[src/logic/lhb_pkg.sv]
// Shared constants and types for the LCD host bus interface.
// Assumes a single 125 MHz clock domain; all pins arrive asynchronously.
`default_nettype none

package lhb_pkg;

    // ------------------------------------------------------------
    // Bus modes
    // ------------------------------------------------------------
    typedef enum logic [1:0] {
        LHB_M8080 = 2'b00,
        LHB_M6800 = 2'b01,
        LHB_MSER = 2'b10
    } lhb_mode_type;

    // ------------------------------------------------------------
    // Pin bundle as sampled from the outside
    // ------------------------------------------------------------
    typedef struct packed {
        logic cs_n;
        logic cs_hi;
        logic init_n;
        logic dc;
        logic wr;
        logic rd;
        logic style;
        logic par;
        logic [7:0] bus;
    } lhb_pins_type;

    // Quiet bus: deselected, strobes idle, parallel 8080
    localparam logic [15:0] LHB_PINS_IDLE = 16'hAD00;

    // ------------------------------------------------------------
    // Command codes and field layout
    // ------------------------------------------------------------
    localparam logic [7:0] LHB_CMD_RESET = 8'hE2;
    localparam logic [7:0] LHB_CMD_NOP = 8'hE3;
    localparam int LHB_BUS_W = 8;
    localparam int LHB_STAT_LSB = 4;
    localparam logic [3:0] LHB_STAT_LOW = 4'h0;
    localparam int LHB_SCL_BIT = 6;
    localparam int LHB_SI_BIT = 7;
    localparam logic [2:0] LHB_SER_LAST = 3'h7;
    localparam logic [7:0] LHB_OE_ALL = 8'hFF;
    localparam logic [7:0] LHB_OE_NONE = 8'h00;
    localparam logic [7:0] LHB_BYTE_RST = 8'h00;

endpackage : lhb_pkg

`default_nettype wire

[src/logic/lhb_host_if.sv]
// Host-side bus port of the display controller: 8080, 6800 and serial.
// Assumes all pins are asynchronous to clk and that the pad cell
// resolves host_bus from host_bus_o and host_bus_oe.
//
// Behaviour
// - Transfers count only while chip_sel_n low and chip_sel_hi high.
// - hw_init_n low returns every internal setting to its initial value.
// - data_cmd_sel high marks display data, low marks a command byte.
// - In 8080 mode the bus is captured on the write strobe rising edge.
// - In 8080 mode the bus is driven while the read strobe is low.
// - In 6800 mode the write pin selects direction: high read, low write.
// - In 6800 mode the read pin is an active-high enable strobe.
// - Parallel mode exchanges bytes over an 8-bit bidirectional bus.
// - Serial mode: data on line 7, clock on line 6, write only.
// - Serial mode keeps data lines 0 to 5 undriven.
// - With chip select inactive all eight data lines are undriven.
// - bus_style_sel high picks 6800 style, low picks 8080 style.
// - par_ser_sel high picks parallel, low picks serial write-only.
// - Command byte E2h resets the controller's internal functions.
// - Command byte E3h is accepted and does nothing.
// - Status read gives status in upper bits, lower four bits zero.
`default_nettype none

module lhb_host_if
    import lhb_pkg::*;
#(
    parameter int DATA_W = 8
) (
    // Clock and reset
    input wire logic clk,
    input wire logic sys_rst,
    // Host pins
    input wire logic chip_sel_n,
    input wire logic chip_sel_hi,
    input wire logic hw_init_n,
    input wire logic data_cmd_sel,
    input wire logic wr_strobe_n,
    input wire logic rd_strobe_n,
    input wire logic bus_style_sel,
    input wire logic par_ser_sel,
    input wire logic [7:0] host_bus_i,
    output logic [7:0] host_bus_o,
    output logic [7:0] host_bus_oe,
    // Controller core side
    input wire logic [3:0] status_in,
    input wire logic [7:0] rd_data_in,
    output logic wr_valid,
    output logic [7:0] wr_data,
    output logic wr_is_data,
    output logic rd_done,
    output logic ctrl_init
);

    if (DATA_W != LHB_BUS_W) begin : g_bad_width
        $error("lhb_host_if: DATA_W must be 8");
    end

    // ------------------------------------------------------------
    // Mode decode
    // ------------------------------------------------------------
    function automatic lhb_mode_type mode_of(input logic style, input logic par);
        lhb_mode_type m;
        m = LHB_M8080;
        if (!par) begin
            m = LHB_MSER;
        end else if (style) begin
            m = LHB_M6800;
        end
        return m;
    endfunction : mode_of

    // ------------------------------------------------------------
    // Pin synchronisers
    // ------------------------------------------------------------
    // Three stages; a change is taken once stages two and three agree,
    // which also rejects single-cycle glitches on slow host edges.
    logic [15:0] raw;
    logic [15:0] s1_q, s1_d, s2_q, s2_d, s3_q, s3_d, f_q, f_d;
    lhb_pins_type pf;

    assign raw = {chip_sel_n, chip_sel_hi, hw_init_n, data_cmd_sel,
                  wr_strobe_n, rd_strobe_n, bus_style_sel, par_ser_sel,
                  host_bus_i};
    assign pf = f_q;

    always_comb begin
        s1_d = raw;
        s2_d = s1_q;
        s3_d = s2_q;
    end

    for (genvar i = 0; i < 16; i++) begin : g_filt
        assign f_d[i] = (s2_q[i] == s3_q[i]) ? s2_q[i] : f_q[i];
    end

    always_ff @(posedge clk) begin
        if (sys_rst) begin
            s1_q <= LHB_PINS_IDLE;
            s2_q <= LHB_PINS_IDLE;
            s3_q <= LHB_PINS_IDLE;
            f_q <= LHB_PINS_IDLE;
        end else begin
            s1_q <= s1_d;
            s2_q <= s2_d;
            s3_q <= s3_d;
            f_q <= f_d;
        end
    end

    // ------------------------------------------------------------
    // Strobe decode
    // ------------------------------------------------------------
    lhb_mode_type mode;
    logic cs_act, live;
    logic w8080, w6800, par_wr, rd_act, scl_rise, ser_done;
    logic prev_wr_q, prev_rd_q, prev_scl_q, rd_act_q;
    logic prev_wr_d, prev_rd_d, prev_scl_d, rd_act_d;

    assign mode = mode_of(pf.style, pf.par);
    assign cs_act = !pf.cs_n && pf.cs_hi;
    // nothing is taken while held in init
    assign live = cs_act && pf.init_n;
    assign w8080 = (mode == LHB_M8080) && live && pf.wr && !prev_wr_q;
    // write pin low means write; enable falling edge ends it
    assign w6800 = (mode == LHB_M6800) && live && !pf.wr && prev_rd_q && !pf.rd;
    assign par_wr = w8080 || w6800;
    // 8080 read while strobe low; 6800 read with enable high
    assign rd_act = live && (((mode == LHB_M8080) && !pf.rd)
                    || ((mode == LHB_M6800) && pf.wr && pf.rd));
    assign scl_rise = (mode == LHB_MSER) && live && pf.bus[LHB_SCL_BIT] && !prev_scl_q;

    always_comb begin
        prev_wr_d = pf.wr;
        prev_rd_d = pf.rd;
        prev_scl_d = pf.bus[LHB_SCL_BIT];
        rd_act_d = rd_act;
    end

    always_ff @(posedge clk) begin
        if (sys_rst) begin
            prev_wr_q <= 1'b1;
            prev_rd_q <= 1'b1;
            prev_scl_q <= 1'b1;
            rd_act_q <= 1'b0;
        end else begin
            prev_wr_q <= prev_wr_d;
            prev_rd_q <= prev_rd_d;
            prev_scl_q <= prev_scl_d;
            rd_act_q <= rd_act_d;
        end
    end

    // ------------------------------------------------------------
    // Serial shifter
    // ------------------------------------------------------------
    logic [6:0] shift_q, shift_d;
    logic [2:0] cnt_q, cnt_d;

    assign ser_done = scl_rise && (cnt_q == LHB_SER_LAST);

    always_comb begin
        shift_d = shift_q;
        cnt_d = cnt_q;
        // Deselect aborts a partial byte so the next frame starts aligned
        if (!live || (mode != LHB_MSER)) begin
            cnt_d = 3'h0;
        end else if (scl_rise) begin
            shift_d = {shift_q[5:0], pf.bus[LHB_SI_BIT]};
            cnt_d = cnt_q + 3'h1;
        end
    end

    always_ff @(posedge clk) begin
        if (sys_rst) begin
            shift_q <= 7'h00;
            cnt_q <= 3'h0;
        end else begin
            shift_q <= shift_d;
            cnt_q <= cnt_d;
        end
    end

    // ------------------------------------------------------------
    // Byte dispatch and bus drive
    // ------------------------------------------------------------
    logic new_byte, is_reset, is_nop;
    logic [7:0] byte_val;
    logic wr_valid_q, wr_valid_d, wr_is_data_q, wr_is_data_d;
    logic rd_done_q, rd_done_d, ctrl_init_q, ctrl_init_d;
    logic [7:0] wr_data_q, wr_data_d, out_q, out_d, oe_q, oe_d;

    assign new_byte = par_wr || ser_done;
    // full byte from the parallel bus, or seven shifted bits plus the current serial data bit
    assign byte_val = par_wr ? pf.bus : {shift_q, pf.bus[LHB_SI_BIT]};
    assign is_reset = !pf.dc && (byte_val == LHB_CMD_RESET);
    assign is_nop = !pf.dc && (byte_val == LHB_CMD_NOP);

    always_comb begin
        wr_valid_d = new_byte && !is_reset && !is_nop;
        wr_data_d = new_byte ? byte_val : wr_data_q;
        wr_is_data_d = new_byte ? pf.dc : wr_is_data_q;
        ctrl_init_d = !pf.init_n || (new_byte && is_reset);
        rd_done_d = rd_act_q && !rd_act && pf.dc;
        out_d = out_q;
        oe_d = LHB_OE_NONE;
        // deselect floats the bus; serial never drives
        if (rd_act) begin
            oe_d = LHB_OE_ALL;
            // status in upper bits, low bits zero
            out_d = pf.dc ? rd_data_in : {status_in, LHB_STAT_LOW};
        end
    end

    always_ff @(posedge clk) begin
        if (sys_rst) begin
            wr_valid_q <= 1'b0;
            wr_data_q <= LHB_BYTE_RST;
            wr_is_data_q <= 1'b0;
            ctrl_init_q <= 1'b0;
            rd_done_q <= 1'b0;
            out_q <= LHB_BYTE_RST;
            oe_q <= LHB_OE_NONE;
        end else begin
            wr_valid_q <= wr_valid_d;
            wr_data_q <= wr_data_d;
            wr_is_data_q <= wr_is_data_d;
            ctrl_init_q <= ctrl_init_d;
            rd_done_q <= rd_done_d;
            out_q <= out_d;
            oe_q <= oe_d;
        end
    end

    assign wr_valid = wr_valid_q;
    assign wr_data = wr_data_q;
    assign wr_is_data = wr_is_data_q;
    assign ctrl_init = ctrl_init_q;
    assign rd_done = rd_done_q;
    assign host_bus_o = out_q;
    assign host_bus_oe = oe_q;
endmodule : lhb_host_if

`default_nettype wire

[config.mk]
export PLATFORM = sky130hd
export DESIGN_NAME = lhb_host_if
export DESIGN_NICKNAME = d
export VERILOG_FILES = /design/src/logic/lhb_pkg.sv /design/src/logic/lhb_host_if.sv
export SDC_FILE = /design/constraint.sdc
export NUM_CORES = 1
export LEC_CHECK = 0
export BUFFER_PORTS_ARGS = -buffer_cell sky130_fd_sc_hd__buf_2
export CAP_MARGIN = 10
export CORE_ASPECT_RATIO = 2
export CORE_MARGIN = 2
export CORE_UTILIZATION = 54
export CTS_CLUSTER_DIAMETER = 30
export DETAILED_ROUTE_END_ITERATION = 16
export PLACE_DENSITY_LB_ADDON = 0.25
export SYNTH_ARGS = -nofsm -noshare
export SYNTH_HDL_FRONTEND = slang
export SYNTH_SLANG_ARGS = --single-unit
[constraint.sdc]
create_clock -name clk -period 2.1 [get_ports clk]
set_input_delay 0.42 -clock clk [delete_from_list [all_inputs] [get_ports clk]]
set_output_delay 0.42 -clock clk [all_outputs]
set_load 0.05 [all_outputs]
# --- After elaboration in Yosys (flattened, before gate mapping) ---
# Index checks and enable logic that the tools add are counted.
totals:
  register_bits: 106
  in_bits: 30
  wordCells: 104
op_classes:
  addsub: 1
  n_eq_ne: 22
  n_mux: 5
  bitwise: 1
  reduce_logical: 43
op_table:
  columns: ["cell", "n"]
  rows:
  - ["$logic_and A1 B1 Y1", 24]
  - ["$mux W8", 3]
  - ["$eq A1 B1 Y1", 16]
  - ["$eq A8 B8 Y1 const B", 2]
  - ["$logic_not A1 Y1", 11]
  - ["$logic_or A1 B1 Y1", 5]
  - ["$add A3 B1 Y3 const B", 1]
  - ["$eq A3 B3 Y1 const B", 1]
  - ["$eq A2 B1 Y1 const B", 1]
  - ["$eq A2 B2 Y1 const B", 1]
  - ["$logic_not A2 Y1", 1]
  - ["$mux W2", 1]
  - ["$ne A2 B2 Y1 const B", 1]
  - ["$reduce_and A2 Y1", 1]
  - ["$reduce_or A2 Y1", 1]
  - ["$mux W1", 1]
  - ["$not A1 Y1", 1]

# --- Longest topological paths before layout ---
# Gate-level depths: netlist of the first run.
logic_depth:
  ltp_word: 14
  mapped_depth: 6
  ltp_nobuf: 5

# --- Worst setup path after synthesis of the first run ---
# Ideal clock, no wire load.
synth_timing:
  path_kind: "flip-flop to flip-flop"
  startpoint: "register f_q[11]"
  endpoint: "register wr_data_q[0] (netlist: wr_data[0])"
  setup_time_ps: 88
  arrival_time_ps: 1378
  setup_slack_ps: 634
  path_stages_with_launch: 6
  path_buffers: 2
  period_less_slack_ps: 1466
  path_cell_list: "dfxtp_1 > or3b_1 > a21o_1 > buf_6 > buf_8 > a311oi_2"
synth_via:
  elab_chain_cells: 6
  word_cells_on_any_way: 9
synth_lines:
  columns: ["element", "line_no", "rtl"]
  rows:
  - ["start: declaration", "lhb_host_if.sv:78", "logic [15:0] s1_q, s1_d, s2_q, s2_d, s3_q, s3_d, f_q, f_d;"]
  - ["start signal: assignment", "lhb_host_if.sv:101", "f_q <= LHB_PINS_IDLE;"]
  - ["start signal: assignment", "lhb_host_if.sv:106", "f_q <= f_d;"]
  - ["$logic_not A1 Y1", "lhb_host_if.sv:125", "assign w6800 = (mode == LHB_M6800) && live && !pf.wr && prev_rd_q && !pf.rd;"]
  - ["$logic_and A1 B1 Y1 (3 in series)", "lhb_host_if.sv:125", null]
  - ["$logic_or A1 B1 Y1 *", "lhb_host_if.sv:126", "assign par_wr = w8080 || w6800;"]
  - ["$mux W8 or $logic_or A1 B1 Y1 (tied branches)", "lhb_host_if.sv:194, lhb_host_if.sv:192", null]
  - ["end signal: assignment", "lhb_host_if.sv:225", "wr_data_q <= wr_data_d;"]
  - ["end: declaration", "lhb_host_if.sv:190", "logic [7:0] wr_data_q, wr_data_d, out_q, out_d, oe_q, oe_d;"]
# Every way passes the cells marked *; elsewhere a longest branch is shown, timed or not.
# A chain may end at the register's enable or synchronous reset.

# --- Final worst setup path of the first run ---
layout_timing:
  startpoint: "register f_q[11]"
  endpoint: "register wr_valid_q (netlist: wr_valid)"
layout_via:
  elab_chain_cells: 11
  word_cells_on_any_way: 17
layout_lines:
  columns: ["element", "line_no", "rtl"]
  rows:
  - ["$logic_not A1 Y1", "lhb_host_if.sv:125", null]
  - ["$logic_and A1 B1 Y1 (3 in series)", "lhb_host_if.sv:125", null]
  - ["$logic_or A1 B1 Y1 *", "lhb_host_if.sv:126", null]
  - ["$mux W8", "lhb_host_if.sv:194", "assign byte_val = par_wr ? pf.bus : {shift_q, pf.bus[LHB_SI_BIT]};"]
  - ["$eq A8 B8 Y1", "lhb_host_if.sv:195", "assign is_reset = !pf.dc && (byte_val == LHB_CMD_RESET);"]
  - ["$logic_and A1 B1 Y1", "lhb_host_if.sv:195", null]
  - ["$logic_not A1 Y1", "lhb_host_if.sv:199", "wr_valid_d = new_byte && !is_reset && !is_nop;"]
  - ["$logic_and A1 B1 Y1", "lhb_host_if.sv:199", null]
  - ["$logic_and A1 B1 Y1 *", "lhb_host_if.sv:199", null]
  - ["end signal: assignment", "lhb_host_if.sv:224", "wr_valid_q <= wr_valid_d;"]
  - ["end: declaration", "lhb_host_if.sv:188", "logic wr_valid_q, wr_valid_d, wr_is_data_q, wr_is_data_d;"]
# Marks and branches as above.

==> results of run 1 <==
## area by class of cell
| cell class | count | area (sq um) |
|---|---|---|
| multi-input cells | 205 | 1240 |
| clock inverters | 5 | 77.6 |
| well taps | 63 | 78.8 |
| inverters | 3 | 11.3 |
| clock buffers | 11 | 243 |
| repair buffers | 63 | 343 |
| flip-flops and latches | 98 | 1960 |
| fillers | 491 | 2050 |
## routing by layer
metal  share of wire, %  global-route usage (%)  vias up
li1                   -                       -     1216
met1                 42                    19.3     1075
met2                 51                    30.7       46
met3                4.1                    4.69       12
met4                2.8                    10.8        0
met5                  0                       0        -
## sequential cells by signal, summed over array words and instances (netlist names), 3 cells and up
signal,count
f_q,16
s1_q,16
s2_q,16
s3_q,16
host_bus_o,8
wr_data,8
shift_q,7
cnt_q,3
## cell usage after synthesis (all sizes together), types with 2 or more instances
| master | number |
|---|---|
| inv | 3 |
| nor2b | 33 |
| dfxtp | 98 |
| clkbuf | 8 |
| o21ai | 17 |
| a21oi | 30 |
| ha | 2 |
| nor2 | 20 |
| nand4b | 3 |
| nand2 | 21 |
| mux2i | 13 |
| or2 | 19 |
| buf | 17 |
| or4b | 2 |
| a211oi | 11 |
| nor3 | 3 |
| nand2b | 4 |
| nand3 | 14 |
## final timing paths
kind	from	endpoint	slack, ps	cells past startpoint
max	f_q[11]	wr_valid	470	4
min	wr_strobe_n	s1_q[11]	260	2
max reg2reg	f_q[11]	wr_valid	470	4
min reg2reg	s1_q[13]	s2_q[13]	410	1
## through the flow
stage	instance area [sq um]	worst slack [ps]	std cells
2_1_floorplan	3380	634	331
3_3_place_gp	3630	478	432
3_5_place_dp	3630	478	432
4_1_cts	3950	462	448
5_1_grt	3950	309	448
6_report	3950	472	448
## critical path, stage by stage (launching register included)
cell       delay, ps
dfxtp_1          400
or3b_1           390
a21o_1           220
buf_4            200
a2111oi_2        310
## where the power goes
group	switching [W]	total (W)	internal (W)
combinational	0.0000412	0.0000893	0.0000481
sequential	0.0000130	0.00191	0.00190
clock	0.000638	0.00171	0.00107
total	0.000692	0.00371	0.00302
## cells by family (layout without fill, tap and decap cells)
group / Yosys count / after routing / share of synthesized area, %
compound gates: 64 / 64 / 11.4
fa+ha+maj: 2 / 2 / 0.740
buf+inv: 28 / 82 / 5.33
mux: 13 / 13 / 3.85
xor+xnor: 1 / 1 / 0.259
simple gates: 125 / 125 / 20.4
flops: 98 / 98 / 58.1
==> run metrics, run 1 <==
count of different cell masters after synthesis=36; Syn Inst Count=331; number of global-route vias before repair=2227; H-tree depth=3; Top Ports=58; Iteration-0 DRC Markers=99; initial antenna violation count=0; Core Footprint=6010 sq um; Final ANT Viol Nets=0; # resized after CTS=0; pwr/cell area=938 nW/um^2; Final Hold Viols=0; Die H=116 um; worst hold path class=in2reg; Post-synth top flop=dfxtp_1; number of cell rows=40; syn_nets=363; total CTS buffers=9; DIE AREA=6950 sq um; setup violators final=0; Clock Tree Buf Depth=2; CP startpoint kind=flip-flop; Remaining DRCs=0; DIE WIDTH=59.9 um; most common cell after layout, fill and taps aside=dfxtp_1; Seq/Total Area, Yosys=58.1%; routed via count=2349; crit share post-route=77.5%; NumNets Final=412; Crit path required time=2330 ps; 1st-pass router iterations=4; Critical Path Fanout Max=18; FMAX=614 MHz; HPWL after DPL=3720 um; cell taking the most area after synthesis=dfxtp_1; CTS Sinks=98; commonest non-fill, non-tap cells in the layout=dfxtp_1, buf_2, nor2b_1; largest net degree at the start of global routing=43; #FFs+latches synth=98; Worst Tran Pin Value=633 ps; slew margin rel.=57.8%; clk_lat worst skew=340 ps; Lkg Pwr=1.60 nW; asr flop ratio synth=0%; PortBufs=57; main area contributors after synthesis=dfxtp_1, nor2b_1, a21oi_1; cell area after synthesis=3380 sq um; Syn-to-layout area delta=17.0%; RSZ-0062 raised after global routing=no; Power, Total=0.00371 W; EDFF count, synth=0; GPL Wtd Cong=0.792; Clk pin slew, worst setup/hold paths=60 ps; Initial Utilization=56.3%; Final Max Slew Viols=0; WL/cell=12.1 um; syn avg cell area=10.2 sq um; Ant. Diodes=0; outcome=finished clean; max-cap violations=0; # Post-CTS Setup Buffers=0; Setup CP Type=reg2reg; Total Routed Length=5420 um; final setup skew=3.83 ps; worst hold margin=262 ps; hold buffers post-CTS=0; Clock Tree Root=clkbuf_16; CTS tree=done; Worst EP arrival=1860 ps; global-route wire length before repair=9430 um; Warnings, synthesis=0; grt ovf=0; Final min period=1630 ps; Max rail drop VDD=0.000634 V; setup_tns=0 ps; vias per inst=5.24; share of cells above drive strength 1=26.8%; Final Util=65.8%; Worst setup EP type=flip-flop; GR Util All Layers=18.1%; area share of the largest cell type after synthesis=58.1%
Note: power is estimated with default switching activity, not from simulation.
==> run 2: changes to the inputs <==
ABC_AREA = 1   (was default)
CORE_UTILIZATION = 55   (was 54)
clock period = 1.52 ns   (was 2.1 ns; I/O delays follow)
==> run 2 against run 1 <==
- die area grew 0.17%
- register-to-register slack got worse by 370 ps
- synthesized cell count rose by 24%
- total power is 34% higher
- sequential cell count stayed put
- setup slack worse by 370 ps
- largest cell class unchanged
- sequential power is 38% higher
- non-clock buffer count grew 1
- sequential share of layout area shrank 1.5 points
- routed wire length up 9.7%
- clock-buffer cell count increased by 1
==> run metrics, run 2 <==
count of different cell masters after synthesis=27 (-25%); worst reg2reg startpoint=f_q[14]; number of cell rows=40 (unchanged); largest net degree at the start of global routing=43 (unchanged); commonest non-fill, non-tap cells in the layout=dfxtp_1, nand2_1, buf_2; cell area after synthesis=3450 sq um (+2.0%); setup_tns=0 ps (unchanged); Clock Tree Root=clkbuf_16; Warnings, synthesis=0 (unchanged); reg2reg setup slack=100 ps (-370 ps); Syn Inst Count=411 (+24%); clk_lat worst skew=340 ps (about the same); total CTS buffers=9 (unchanged); Core Footprint=6060 sq um (+0.83%); Clock Tree Buf Depth=2 (unchanged); Post-synth top cells=dfxtp_1, nand2_1, inv_1; grt ovf=0 (unchanged); worst hold path class=in2reg; Top cell by count, worst path=nand2_1; CP peak stage delay=330 ps (-70 ps); PortBufs=57 (unchanged); outcome=finished clean; Crit path required time=1740 ps (-590 ps); Final Hold Viols=0 (unchanged); CTS Sinks=98 (unchanged); syn avg cell area=8.39 sq um (-18%); Setup CP Type=reg2reg; GPL Wtd Cong=0.899 (+14%); most common cell in the netlist=dfxtp_1; routed via count=2585 (+10%); WL/cell=10.8 um (-11%); Post-synth top flop=dfxtp_1; Final min period=1420 ps (-206 ps); Power, Total=0.00495 W (+34%); EDFF count, synth=0 (unchanged); FMAX=703 MHz (+14%); GR Util All Layers=19.1% (+1.1 points); Ant. Diodes=0 (unchanged); pwr/cell area=1220 nW/um^2 (+30%); number of global-route vias before repair=2388 (+7.2%); max-cap violations=0 (unchanged); Max stage delay cell, worst path=dfxtp_1; worst hold margin=146 ps (-117 ps); Die H=116 um (about the same); slew margin rel.=75.4% (+18 points); area share of the largest cell type after synthesis=56.9% (-1.2 points); most common cell after layout, fill and taps aside=dfxtp_1; Final ANT Viol Nets=0 (unchanged); 1st-pass router iterations=4 (unchanged); syn_nets=443 (+22%); H-tree depth=3 (unchanged); crit path cell chain=inv_2 > nor2_2 > nand2_2 > clkinv_2 > nand2_8 > nand2_1 > nand2_1 > nand2_1 > nor2_2 > a21oi_1; DIE WIDTH=60.0 um (about the same); Total Routed Length=5940 um (+9.7%); Remaining DRCs=0 (unchanged); Iteration-0 DRC Markers=107 (+8.1%); Worst Tran Pin Value=366 ps (-268 ps); asr flop ratio synth=0% (unchanged); Syn-to-layout area delta=18.1%; Hold Path End=s1_q[8]; vias per inst=4.68 (-11%); NumNets Final=496 (+20%); global-route wire length before repair=9890 um (+4.9%); Max rail drop VDD=0.00102 V (+61%); Final Max Slew Viols=0 (unchanged); R2R depth=10 (+6); CTS tree=done; main area contributors after synthesis=dfxtp_1, nand2_1, inv_1; #FFs+latches synth=98 (unchanged); HPWL after DPL=4300 um (+16%); Top Ports=58 (unchanged); cell taking the most area after synthesis=dfxtp_1; final setup skew=6.38 ps (+2.55 ps); HP Start=par_ser_sel; Worst EP arrival=1640 ps (-220 ps); Final Util=67.3% (+1.4 points); Seq/Total Area, Yosys=56.9% (-1.2 points); CP startpoint kind=flip-flop; DIE AREA=6960 sq um (+0.17%); hold path depth=2 (unchanged); share of cells above drive strength 1=24.1% (-2.6 points); Lkg Pwr=1.85 nW (+16%); crit share post-route=93.6% (+16 points); Worst setup EP type=flip-flop; worst r2r dst=wr_valid; Critical Path Fanout Max=11 (-7); setup violators final=0 (unchanged); Initial Utilization=56.9% (+0.67 points); initial antenna violation count=0 (unchanged); Clk pin slew, worst setup/hold paths=60 ps (about the same)
-- run 2: cell count changes in the layout (fill, tap and decap cells not counted), sizes merged, moves of 3 or more --
| cell | change |
|---|---|
| nand2 | +46 |
| a31oi | +4 |
| nand3 | +3 |
| nor2 | +35 |
| inv | +54 |
| nand2b | -4 |
| mux2i | -13 |
| nor2b | -33 |
| or2 | -4 |
| o21ai | +18 |
| a211oi | -11 |
| nand4b | -3 |
| nor3 | -3 |
-- run 2: per-layer routing --
metal	global-route usage [%]	vias to the layer above	share of wire [%]
li1	-	1373	-
met1	19.9	1145	40
met2	33.3	55	54
met5	0	-	0
met4	12.3	0	3.0
met3	4.02	12	3.4
-- run 2: critical path, delay by kind of cell, from the launching register on --
kind            cells  cell delay [ps]
simple gates        7              670
buf+inv             2              240
compound gates      1               80
flops               1              330
-- run 2: worst max-delay path by stage --
| stage | startpoint | to | depth (start not counted) |
|---|---|---|---|
| after global routing | f_q[14] | ctrl_init | 11 |
| final | f_q[14] | wr_valid | 10 |
| after global placement | f_q[9] | host_bus_o[6] | 6 |
| after floorplan | cnt_q[0] | wr_data[6] | 7 |
| after CTS | f_q[14] | ctrl_init | 10 |
| after detailed placement | f_q[9] | host_bus_o[4] | 6 |
-- run 2: cells by family (layout without fill, tap and decap cells) --
kind of cell             after synthesis  after routing  synth area share (%)
flip-flops                            98             98                  56.9
buffers and inverters                 80            137                  10.3
AO/OA/AOI/OAI                         75             75                  11.5
AND/OR/NAND/NOR                      156            156                  20.6
adder cells (fa/ha/maj)                2              2                 0.726
-- run 2: area by class of cell --
cell class / instances / area, sq um
Clock buffer: 12 / 246
Clock inverter: 3 / 40.0
Fill cell: 523 / 1980
Inverter: 58 / 219
Multi-Input combinational cell: 233 / 1150
Sequential cell: 98 / 1960
Tap cell: 84 / 105
Timing Repair Buffer: 64 / 350
-- run 2: stage by stage --
step	setup WS, ps	cell area [sq um]	cells
after floorplan	303	3450	411
after global placement	37.7	3750	535
after detailed placement	15.2	3750	535
after CTS	91.3	4060	552
after global routing	-1.27	4070	552
final	97.6	4070	552
-- run 2: power by group --
part	switching [W]	leakage, nW	internal [W]
sequential	0.0000201	0.799	0.00262
combinational	0.0000748	0.911	0.0000674
clock	0.000865	0.142	0.00130
-- run 2: timing repair --
action,4_1_cts,5_1_grt
setup endpoints to repair,1,1
pin swaps,1,0
hold buffers,0,0
hold endpoints to repair,0,0
buffers inserted,2,0
resized for setup,0,2
